<file path="src/sprc_pkg.sv">
// Constants shared by the port control block, the array model and the bench.
// Assumes a single 10 MHz clock and a classic Wishbone register master.
package sprc_pkg;

  // ==========================================================
  // Port geometry
  localparam int ADDR_W = 16;
  localparam int BYTE_W = 9;
  localparam int LANES = 2;

  // ==========================================================
  // Register offsets (byte addresses)
  localparam logic [7:0] CTRL_OFS = 8'h00;
  localparam logic [7:0] COUNTER_OFS = 8'h04;
  localparam logic [7:0] MASK_OFS = 8'h08;
  localparam logic [7:0] STATUS_OFS = 8'h0c;

  // ==========================================================
  // Control register fields and reset values
  localparam int CTRL_ENABLE_BIT = 0;
  localparam int CTRL_SOFT_CLEAR_BIT = 1;
  localparam logic CTRL_ENABLE_RST = 1'b1;

  // Status register fields
  localparam int STATUS_SELECTED_BIT = 0;
  localparam int STATUS_MRESET_BIT = 1;

  // Reset values of counter and mask
  localparam logic [ADDR_W-1:0] COUNTER_RST = 16'h0000;
  localparam logic [ADDR_W-1:0] MASK_RST = 16'hffff;

  // ==========================================================
  // Pin synchroniser depth
  localparam int SYNC_STAGES = 2;

endpackage

</file>
<file path="src/sprc_sync.sv">
// Two-flop synchroniser for a bundle of pin inputs.
// Assumes the pins are quasi-static across two clock edges when sampled together.
`timescale 1ns/10ps
`default_nettype none

module sprc_sync #(
  parameter int W = 1,
  parameter logic [W-1:0] RST_VAL = '0
) (
  input wire logic clk_i,
  input wire logic rst_i,
  input wire logic [W-1:0] d_i,
  output logic [W-1:0] q_o
);

  logic [W-1:0] meta_reg;

  initial begin
    if (W < 1) begin
      $error("sprc_sync width must be at least one");
    end
  end

  // First stage is read only by the second stage
  always_ff @(posedge clk_i) begin
    if (rst_i) begin
      meta_reg <= RST_VAL;
      q_o <= RST_VAL;
    end else begin
      meta_reg <= d_i;
      q_o <= meta_reg;
    end
  end

endmodule

`default_nettype wire

</file>
<file path="src/sprc_port.sv">
// Synchronous control of one memory port: byte-lane read/write decode,
// burst address counter with mask, readback onto the address pins, Wishbone regs.
// Assumes an external memory array with one-cycle registered read data.
//
// Design decisions made here: the placing of the registers and register access over Wishbone.
`timescale 1ns/10ps
`default_nettype none

module sprc_port #(
  parameter int ADDR_W = sprc_pkg::ADDR_W,
  parameter int BYTE_W = sprc_pkg::BYTE_W
) (
  input wire logic clk_i,
  input wire logic rst_i,
  // Wishbone classic slave
  input wire logic wb_cyc_i,
  input wire logic wb_stb_i,
  input wire logic wb_we_i,
  input wire logic [7:0] wb_adr_i,
  input wire logic [3:0] wb_sel_i,
  input wire logic [31:0] wb_dat_i,
  output logic [31:0] wb_dat_o,
  output logic wb_ack_o,
  // Port pins
  input wire logic master_reset_n_i,
  input wire logic output_gate_i,
  input wire logic port_select_active_low_i,
  input wire logic port_select_active_high_i,
  input wire logic upper_byte_select_n_i,
  input wire logic lower_byte_select_n_i,
  input wire logic read_not_write_i,
  input wire logic counter_load_n_i,
  input wire logic counter_advance_n_i,
  input wire logic counter_clear_n_i,
  input wire logic mask_load_n_i,
  input wire logic counter_readback_n_i,
  input wire logic mask_readback_n_i,
  input wire logic [ADDR_W-1:0] addr_i,
  output logic [ADDR_W-1:0] addr_o,
  output logic addr_oe_o,
  input wire logic [2*BYTE_W-1:0] data_i,
  output logic [2*BYTE_W-1:0] data_o,
  output logic [1:0] data_oe_o,
  // Memory array side
  output logic [ADDR_W-1:0] mem_addr_o,
  output logic mem_we_o,
  output logic [1:0] mem_be_o,
  output logic [2*BYTE_W-1:0] mem_wdata_o,
  input wire logic [2*BYTE_W-1:0] mem_rdata_i
);

  localparam int CW = 11;
  localparam int SW = CW + ADDR_W + 2 * BYTE_W;

  initial begin
    if (ADDR_W < 1 || ADDR_W > 32 || BYTE_W < 1 || BYTE_W > 16) begin
      $error("sprc_port parameters out of range");
    end
  end

  // ==========================================================
  // Helpers
  function automatic logic [ADDR_W-1:0] masked_step(input logic [ADDR_W-1:0] cnt,
                                                    input logic [ADDR_W-1:0] mask);
    logic [ADDR_W-1:0] plus;
    plus = cnt + {{(ADDR_W-1){1'b0}}, 1'b1};
    masked_step = (cnt & ~mask) | (plus & mask);
  endfunction

  // ==========================================================
  // Pin synchronisers
  logic [SW-1:0] sync_q;
  logic s_ce_n, s_ce, s_ub_n, s_lb_n, s_rnw, s_load_n, s_adv_n, s_clear_n;
  logic s_mload_n, s_crb_n, s_mrb_n;
  logic [ADDR_W-1:0] s_addr;
  logic [2*BYTE_W-1:0] s_data;

  sprc_sync #(
    .W(SW),
    .RST_VAL({{1'b1, 1'b0, 9'h1ff}, {ADDR_W{1'b0}}, {(2*BYTE_W){1'b0}}})
  ) u_sync (
    .clk_i(clk_i),
    .rst_i(rst_i),
    .d_i({port_select_active_low_i, port_select_active_high_i, upper_byte_select_n_i,
          lower_byte_select_n_i, read_not_write_i, counter_load_n_i, counter_advance_n_i,
          counter_clear_n_i, mask_load_n_i, counter_readback_n_i, mask_readback_n_i,
          addr_i, data_i}),
    .q_o(sync_q)
  );

  assign {s_ce_n, s_ce, s_ub_n, s_lb_n, s_rnw, s_load_n, s_adv_n, s_clear_n,
          s_mload_n, s_crb_n, s_mrb_n, s_addr, s_data} = sync_q;

  // Gate level for synchronous use
  logic gate_meta_reg, gate_reg;
  always_ff @(posedge clk_i) begin
    gate_meta_reg <= output_gate_i;
    gate_reg <= gate_meta_reg;
  end

  // Master reset release synchroniser, asserts at once
  logic mr_meta_reg, mr_ok_reg;
  always_ff @(posedge clk_i or negedge master_reset_n_i) begin
    if (!master_reset_n_i) begin
      mr_meta_reg <= 1'b0;
      mr_ok_reg <= 1'b0;
    end else begin
      mr_meta_reg <= 1'b1;
      mr_ok_reg <= mr_meta_reg;
    end
  end

  // ==========================================================
  // Registers
  logic ctrl_enable_reg, soft_clear_reg;
  logic [ADDR_W-1:0] cnt_reg, mask_reg, used_addr;
  logic clear_act, sel, selected_reg;

  assign clear_act = !s_clear_n || soft_clear_reg;
  assign sel = !s_ce_n && s_ce && ctrl_enable_reg;

  // ==========================================================
  // Counter and mask, independent of selects
  always_comb begin
    if (clear_act) begin
      used_addr = sprc_pkg::COUNTER_RST;
    end else if (!s_mload_n) begin
      used_addr = cnt_reg;
    end else if (!s_load_n) begin
      used_addr = s_addr;
    end else if (!s_adv_n) begin
      used_addr = masked_step(cnt_reg, mask_reg);
    end else begin
      used_addr = cnt_reg;
    end
  end

  always_ff @(posedge clk_i or negedge master_reset_n_i) begin
    if (!master_reset_n_i) begin
      cnt_reg <= sprc_pkg::COUNTER_RST;
      mask_reg <= sprc_pkg::MASK_RST;
    end else if (rst_i) begin
      cnt_reg <= sprc_pkg::COUNTER_RST;
      mask_reg <= sprc_pkg::MASK_RST;
    end else begin
      cnt_reg <= used_addr;
      if (!clear_act && !s_mload_n) begin
        mask_reg <= s_addr;
      end
    end
  end

  // ==========================================================
  // Readback onto the address pins
  always_ff @(posedge clk_i) begin
    if (rst_i || !mr_ok_reg) begin
      addr_oe_o <= 1'b0;
      addr_o <= '0;
    end else if (!s_crb_n) begin
      addr_oe_o <= 1'b1;
      addr_o <= cnt_reg;
    end else if (!s_mrb_n) begin
      addr_oe_o <= 1'b1;
      addr_o <= mask_reg;
    end else begin
      addr_oe_o <= 1'b0;
      addr_o <= '0;
    end
  end

  // ==========================================================
  // Byte-lane access decode
  logic [1:0] lane_be, rd_be_reg, rd_lane_reg;
  assign lane_be = {!s_ub_n, !s_lb_n};

  always_ff @(posedge clk_i) begin
    if (rst_i) begin
      mem_we_o <= 1'b0;
      mem_be_o <= 2'h0;
      mem_addr_o <= '0;
      mem_wdata_o <= '0;
      rd_be_reg <= 2'h0;
      rd_lane_reg <= 2'h0;
      selected_reg <= 1'b0;
    end else begin
      mem_addr_o <= used_addr;
      mem_wdata_o <= s_data;
      selected_reg <= sel;
      mem_we_o <= sel && !s_rnw && (lane_be != 2'h0);
      mem_be_o <= sel ? lane_be : 2'h0;
      rd_be_reg <= (sel && s_rnw) ? lane_be : 2'h0;
      // Lane enables wait a cycle for the array's registered read data
      rd_lane_reg <= rd_be_reg;
    end
  end

  // Output gate clears the drive without waiting for a clock
  always_ff @(posedge clk_i or posedge output_gate_i) begin
    if (output_gate_i) begin
      data_oe_o <= 2'h0;
    end else if (rst_i || gate_reg) begin
      data_oe_o <= 2'h0;
    end else begin
      data_oe_o <= rd_lane_reg;
    end
  end

  always_ff @(posedge clk_i) begin
    if (rst_i) begin
      data_o <= '0;
    end else begin
      data_o <= mem_rdata_i;
    end
  end

  // ==========================================================
  // Wishbone slave
  logic wb_req;
  assign wb_req = wb_cyc_i && wb_stb_i && !wb_ack_o;

  // Writes land at the edge where the master sees ack
  logic wb_commit;
  assign wb_commit = wb_cyc_i && wb_stb_i && wb_we_i && wb_ack_o;

  always_ff @(posedge clk_i) begin
    if (rst_i) begin
      wb_ack_o <= 1'b0;
      wb_dat_o <= 32'h0000_0000;
    end else begin
      wb_ack_o <= wb_req;
      wb_dat_o <= 32'h0000_0000;
      if (wb_req && !wb_we_i) begin
        unique case (wb_adr_i)
          sprc_pkg::CTRL_OFS: wb_dat_o <= {30'h0, 1'b0, ctrl_enable_reg};
          sprc_pkg::COUNTER_OFS: wb_dat_o <= 32'(cnt_reg);
          sprc_pkg::MASK_OFS: wb_dat_o <= 32'(mask_reg);
          sprc_pkg::STATUS_OFS: wb_dat_o <= {30'h0, !mr_ok_reg, selected_reg};
          default: wb_dat_o <= 32'h0000_0000;
        endcase
      end
    end
  end

  always_ff @(posedge clk_i) begin
    if (rst_i) begin
      ctrl_enable_reg <= sprc_pkg::CTRL_ENABLE_RST;
      soft_clear_reg <= 1'b0;
    end else begin
      soft_clear_reg <= 1'b0;
      if (wb_commit && wb_sel_i[0] && wb_adr_i == sprc_pkg::CTRL_OFS) begin
        ctrl_enable_reg <= wb_dat_i[sprc_pkg::CTRL_ENABLE_BIT];
        soft_clear_reg <= wb_dat_i[sprc_pkg::CTRL_SOFT_CLEAR_BIT];
      end
    end
  end
endmodule

`default_nettype wire

</file>
<file path="config.mk">
export PLATFORM = sky130hd
export DESIGN_NAME = sprc_port
export DESIGN_NICKNAME = d
export VERILOG_FILES = /design/src/sprc_pkg.sv /design/src/sprc_sync.sv /design/src/sprc_port.sv
export SDC_FILE = /design/constraint.sdc
export NUM_CORES = 1
export LEC_CHECK = 0
export ABC_AREA = 0
export BUFFER_PORTS_ARGS = -buffer_cell sky130_fd_sc_hd__buf_2
export CAP_MARGIN = 40
export CORE_MARGIN = 2
export CORE_UTILIZATION = 50
export DETAILED_ROUTE_END_ITERATION = 8
export GPL_ROUTABILITY_DRIVEN = 0
export PLACE_DENSITY = 0.78
export RECOVER_POWER = 50
export SYNTH_ARGS = -nofsm -noshare
export SYNTH_HDL_FRONTEND = slang
export SYNTH_SLANG_ARGS = --single-unit
</file>
<file path="constraint.sdc">
create_clock -name clk_i -period 2.75 [get_ports clk_i]
set_input_delay 0.55 -clock clk_i [delete_from_list [all_inputs] [get_ports clk_i]]
set_output_delay 0.55 -clock clk_i [all_outputs]
set_load 0.01 [all_outputs]
</file>
==> summary.md, run 1 <==
| Metric | Value |
|---|---|
| Status | finished, violations left |
| Failing checks | capacitance limit, slew limit |
| Setup TNS | 0 ps |
| Crit Path Class | register to register |
| Syn-to-layout area delta | 21.9% |
| Detailed-route wire length per cell | 13.4 µm |
| Horiz. Die Dim | 126 µm |
| Core Box Area | 14500 µm² |
| Final critical-path share of the clock period | 0.704 |
| Die height | 126 µm |
| Busiest grt layer | met2 |
| Initial Util | 0.512 |
| Largest net degree at the start of global routing | 147 |
| Hold Crit Class | primary input to register |
| Max VDD drop | 0.000590 V |
| Antenna violations before repair | 4 |
| Worst setup startpoint | u_sync.q_o[36]$_SDFF_PP1_ |
| Leak | 3.93 nW |
| Worst R2R Start | u_sync.q_o[36]$_SDFF_PP1_ |
| Syn Inst Count | 679 |
| Max Clock Freq | 517 MHz |
| Cell area after layout | 9080 µm² |
| GRT Overall Usage | 0.174 |
| Met1 usage | 0.226 |
| Ys Warns | 0 |
| Slew @ Worst Pin | 1780 ps |
| Met2 Track Usage GR | 0.272 |
| PD cells | 725 nW/µm² |
| RSZ-0062 raised after global routing | false |
| Worst-Skew Late Latency | 500 ps |
| First-pass GRT wire length | 23.0 mm |
| Root Driver | clkbuf_16 |
| Final number of setup-violating endpoints | 0 |
| Sequential area share after synthesis | 0.629 |
| Drt first-iter violations | 290 |
| Cell depth of the worst hold path | 2 |
| Nets@finish | 956 |
| Rel. slew slack | -0.189 |
| M3 GR Usage | 0.0684 |
| CP Capture Type | register |
| Number of port buffers | 171 |
| Clock sink count | 224 |
| Longest Clk Path Bufs | 3 |
| DR vias | 5116 |
| Worst Reg2Reg Path Length in Cells | 3 |
| Cell Count, Final, Fillers Out | 1041 |
| Final Critical Period | 1940 ps |
| Mapped Area | 7450 µm² |
| Post-route DRC | 0 |
| H-tree depth | 1 |
| Post-synth cell types | 45 |
| CTS tree | done |
| Worst Path Max Fanout | 13 |
| FP Rows | 44 |
| Fin. Hold Viols | 0 |
| Total CTS buffers | 22 |
| Postcts setup bufs | 0 |
| Ys async rst share | 0.161 |
| Die area | 15900 µm² |
| Ys flop type | dfxtp_1 |
| Total of max-cap violations | 1 |
| Number of enable flip-flop cells after synthesis | 0 |
| Post-synthesis register bit count | 224 |
| CP arrival | 2310 ps |
| DPL Wire Length | 9.32 mm |
| Drt total wl | 14.0 mm |
| Flop2flop setup slack | 810 ps |
| Routed vias/inst | 4.91 |
| Antenna Nets Post-Route | 0 |
| Placed Cells | 1000 |
| CTS-repair resized insts | 0 |
| Total grt overflow | 0 |
| Worst Min Path Start | read_not_write_i |
| IO Pins | 221 |
| Clk_skew | 7.29 ps |
| Cts-stage hold buffer count | 1 |
| DP Area | 8380 µm² |
| Share of cells above drive strength 1 | 0.299 |
| Setup crit start kind | register |
| TritonRoute pass-1 iters | 6 |
| Worst Path Required | 3120 ps |
| Vias in the first global route | 4727 |
| Final slew viol count | 35 |
| Mean post-synth cell area | 11.0 µm² |
| Clock transition at path regs | 60 ps |
-- stage by stage --
| stage | worst slack (ps) | util | total power, W | hold WS [ps] |
|---|---|---|---|---|
| after floorplan | 886 | - | 0.00369 | 254 |
| after global placement | 719 | 0.576 | 0.00380 | 315 |
| after detailed placement | 685 | 0.576 | 0.00381 | 329 |
| after CTS | 886 | 0.625 | 0.00667 | 131 |
| after global routing | 636 | 0.624 | 0.00685 | 218 |
| final | 814 | 0.624 | 0.00658 | 232 |
-- power by group --
part / switching (W) / leakage, nW / internal (W)
combinational: 0.000156 / 1.60 / 0.000151
sequential: 0.0000577 / 1.99 / 0.00337
clock: 0.00117 / 0.349 / 0.00167
-- area by class of cell --
cell class                 count  area (µm²)
timing repair buffer         178         908
fill                        1211        5460
clock inverter                 9        85.1
sequential                   224        4680
tap                          184         230
clock buffer                  29         617
antenna                        2        5.00
inverter                       6        22.5
multi-input combinational    409        2520
-- logic make-up after synthesis --
logic type,share of synthesized area
other,0.00101
buffers and inverters,0.0397
flip-flops,0.629
multiplexers,0.00840
adder cells (fa/ha/maj),0.00168
AND/OR/NAND/NOR,0.244
AO/OA/AOI/OAI,0.0764
-- per-layer routing --
layer,part of all wire,vias up
met1,0.42,2302
met3,0.11,30
li1,-,2544
met4,0.019,4
met2,0.44,236
met5,0.0021,-
-- path summary, 6_finish.rpt --
| check | to |
|---|---|
| setup / recovery | cnt_reg[15]$_DFF_PN0_ |
| hold / removal | u_sync.meta_reg[40]$_SDFF_PP1_ |
| setup reg to reg | cnt_reg[15]$_DFF_PN0_ |
| hold reg to reg | gate_reg$_DFF_P_ |
| max in group asynchronous | cnt_reg[5]$_DFF_PN0_ |
| min in group asynchronous | data_oe_o[0]$_DFF_PP0_ |
-- worst max-delay path, cell delays in order, from the launching register on --
cell and delay (ps):
dfxtp_1 620, nor2b_1 720, a21oi_1 160, a31oi_1 310
-- cells in the mapped netlist, types with 13 or more instances --
| library cell | count | area share |
|---|---|---|
| nand3b_1 | 17 | 0.017 |
| nor2b_1 | 142 | 0.12 |
| dfstp_2 | 16 | 0.056 |
| clkbuf_1 | 32 | 0.016 |
| nor2_1 | 28 | 0.014 |
| dfrtp_1 | 20 | 0.067 |
| a22oi_1 | 14 | 0.014 |
| or2_2 | 20 | 0.017 |
| a211o_1 | 17 | 0.020 |
| dfxtp_1 | 188 | 0.51 |
| nand2b_1 | 17 | 0.014 |
| buf_4 | 16 | 0.016 |
| a21oi_1 | 39 | 0.026 |
| nand2_1 | 13 | 0.0066 |
-- layout by cell type (no fill, tap or decap), drive strengths merged, types with 16 or more instances in the layout --
| cell | synthesis | routed |
|---|---|---|
| a211o | 17 | 17 |
| a21oi | 39 | 39 |
| buf | 22 | 174 |
| clkbuf | 33 | 32 |
| conb | 2 | 17 |
| dfrtp | 20 | 20 |
| dfstp | 16 | 16 |
| dfxtp | 188 | 188 |
| nand2b | 17 | 17 |
| nand3b | 17 | 17 |
| nor2 | 28 | 28 |
| nor2b | 142 | 142 |
| or2 | 20 | 20 |
No activity file was read; power rests on OpenSTA's default activity.
==> run 2, diff against run 1 <==
- clock period: 2.75 -> 2 ns (I/O delays scaled with it)
==> run 2 against run 1 <==
Effect of this change: the run now ends clean; register-to-register slack worse by 620 ps; count of clock-buffer cells in the layout shrank 2; global-route usage decreased by 0.27 points; critical path depth is 2 higher; combinational power is 42% higher; routed wire length fell by 1.8%; largest power group unchanged.
==> summary.md, run 2 (synthesis gave the netlist of run 1 again) <==
| Metric | Value |
|---|---|
| Status | finished clean |
| RSZ-0062 raised after global routing | false |
| Power, Total | 0.00949 W |
| Most common cell after layout, fill and taps aside | dfxtp_1 |
| Crit path cell chain | and4_1 -> nand4_2 -> o311a_1 -> a21oi_1 -> a21oi_1 |
| TritonRoute pass-1 iters | 5 |
| Core Util, Final | 0.634 |
| Largest net degree at the start of global routing | 91 |
| Setup crit start kind | register |
| Syn-to-layout area delta | 23.8% |
| PD cells | 1030 nW/µm² |
| ANT cells | 0 |
| Final worst slack | 197 ps |
| Nets@finish | 965 |
| Initial Util | 0.512 |
| Fill cells | 1170 |
| WHS | 86.3 ps |
| Fin. Hold Viols | 0 |
| Clock sink count | 224 |
| Postcts setup bufs | 0 |
| Drt first-iter violations | 271 |
| Total of max-cap violations | 0 |
| Longest Clk Path Bufs | 3 |
| Cell depth of the worst hold path | 2 |
| Clk_skew | 14.5 ps |
| CTS tree | done |
| FP Rows | 44 |
| Clock transition at path regs | 60 ps |
| Crit Path Class | register to register |
| Crit path max-delay family | compound AO/OA/AOI/OAI gates |
| H-tree depth | 1 |
| Worst-Skew Late Latency | 500 ps |
| CP arrival | 2160 ps |
| Final number of setup-violating endpoints | 0 |
| Die height | 126 µm |
| Total grt overflow | 0 |
| Crit path buf inv count | 0 |
| Slew @ Worst Pin | 884 ps |
| Commonest non-fill, non-tap cells in the layout | 188 x dfxtp_1, 168 x buf_2, 142 x nor2b_1, 39 x a21oi_1, 28 x nor2_1 |
| Routed vias/inst | 4.85 |
| Worst path slowest cell | dfrtp_1 |
| Max stage delay on crit path | 480 ps |
| Hold Crit Class | primary input to register |
| Core Box Area | 14500 µm² |
| First-pass GRT wire length | 22.8 mm |
| Number of port buffers | 171 |
| DR vias | 5085 |
| Final critical-path share of the clock period | 0.902 |
| GRT Overall Usage | 0.172 |
| Root Driver | clkbuf_16 |
| Drt total wl | 13.7 mm |
| Final slew viol count | 0 |
| Worst Path Max Fanout | 7 |
| Horiz. Die Dim | 126 µm |
| Rel. slew slack | 0.411 |
| Post-route DRC | 0 |
| Die area | 15900 µm² |
| Leak | 4.02 nW |
| Stages on worst setup path | 5 |
| Final Critical Period | 1800 ps |
| Worst Reg2Reg Path Length in Cells | 5 |
| CP Capture Type | register |
| Setup TNS | 0 ps |
| DPL Wire Length | 9.23 mm |
| CP dominant cell by count | a21oi_1 |
| Total CTS buffers | 22 |
| Place WS | 103 ps |
| Max Clock Freq | 555 MHz |
| Worst Path Required | 2350 ps |
| Max VDD drop | 0.000665 V |
| IO Pins | 221 |
| Antenna violations before repair | 2 |
| Detailed-route wire length per cell | 13.1 µm |
| Antenna Nets Post-Route | 0 |
| Vias in the first global route | 4754 |
| Share of cells above drive strength 1 | 0.309 |
## run 2: cell types whose count changed in the layout (fill, tap and decap cells not counted), moves of 2 or more
| cell | delta |
|---|---|
| clkbuf_1 | -2 |
| buf_4 | +7 |
| bufinv_16 | +3 |
| diode_2 | -2 |
| clkbuf_2 | +2 |
## run 2: per-stage QoR
| stage | std cells | area [µm²] |
|---|---|---|
| finish | 1049 | 9220 |
| global route | 1049 | 9220 |
| detailed placement | 1008 | 8420 |
| CTS | 1049 | 9230 |
| global placement | 1008 | 8420 |
| floorplan | 694 | 7500 |
## run 2: layout make-up
cell class                 instances  area [µm²]  area share
sequential                       224        4680       0.508
multi-input combinational        409        2520       0.274
timing repair buffer             187         976       0.106
clock buffer                      27         621      0.0673
tap                              184         230      0.0250
clock inverter                    12         164      0.0178
inverter                           6        22.5     0.00244
## run 2: report_power, final
part / internal, W / switching, W
clock network: 0.00272 / 0.00163
logic: 0.000211 / 0.000222
registers: 0.00464 / 0.0000678
total: 0.00757 / 0.00192
## run 2: routing by layer
layer  vias up  share of wire  global-route usage
met1      2262           0.43               0.227
met4         2          0.021              0.0511
met3        24           0.12              0.0705
met5         -         0.0012                   0
li1       2559              -                   -
met2       238           0.43               0.259
## run 2: worst paths after layout
check | to | from | slack (ps)
min in group asynchronous | data_oe_o[1]$_DFF_PP0_ | output_gate_i | 300
max in group asynchronous | mr_ok_reg$_DFF_PN0_ | master_reset_n_i | 940
worst min-delay path | u_sync.meta_reg[34]$_SDFF_PP1_ | mask_readback_n_i | 90
worst max-delay path | cnt_reg[13]$_DFF_PN0_ | cnt_reg[8]$_DFF_PN0_ | 200
worst max register to register | cnt_reg[13]$_DFF_PN0_ | cnt_reg[8]$_DFF_PN0_ | 200
worst min register to register | gate_reg$_DFF_P_ | gate_meta_reg$_DFF_P_ | 330
## run 2: worst register-to-register path, cell delays in order, from the launching register on
cell	delay, ps
dfrtp_1	480
and4_1	340
nand4_2	220
o311a_1	410
a21oi_1	120
a21oi_1	100
## run 2: repair_timing
item | 4_1_cts | 5_1_grt
hold endpoints to repair | 20 | 0
resized for setup | 0 | 0
setup endpoints to repair | 0 | 0
hold buffers | 2 | 0
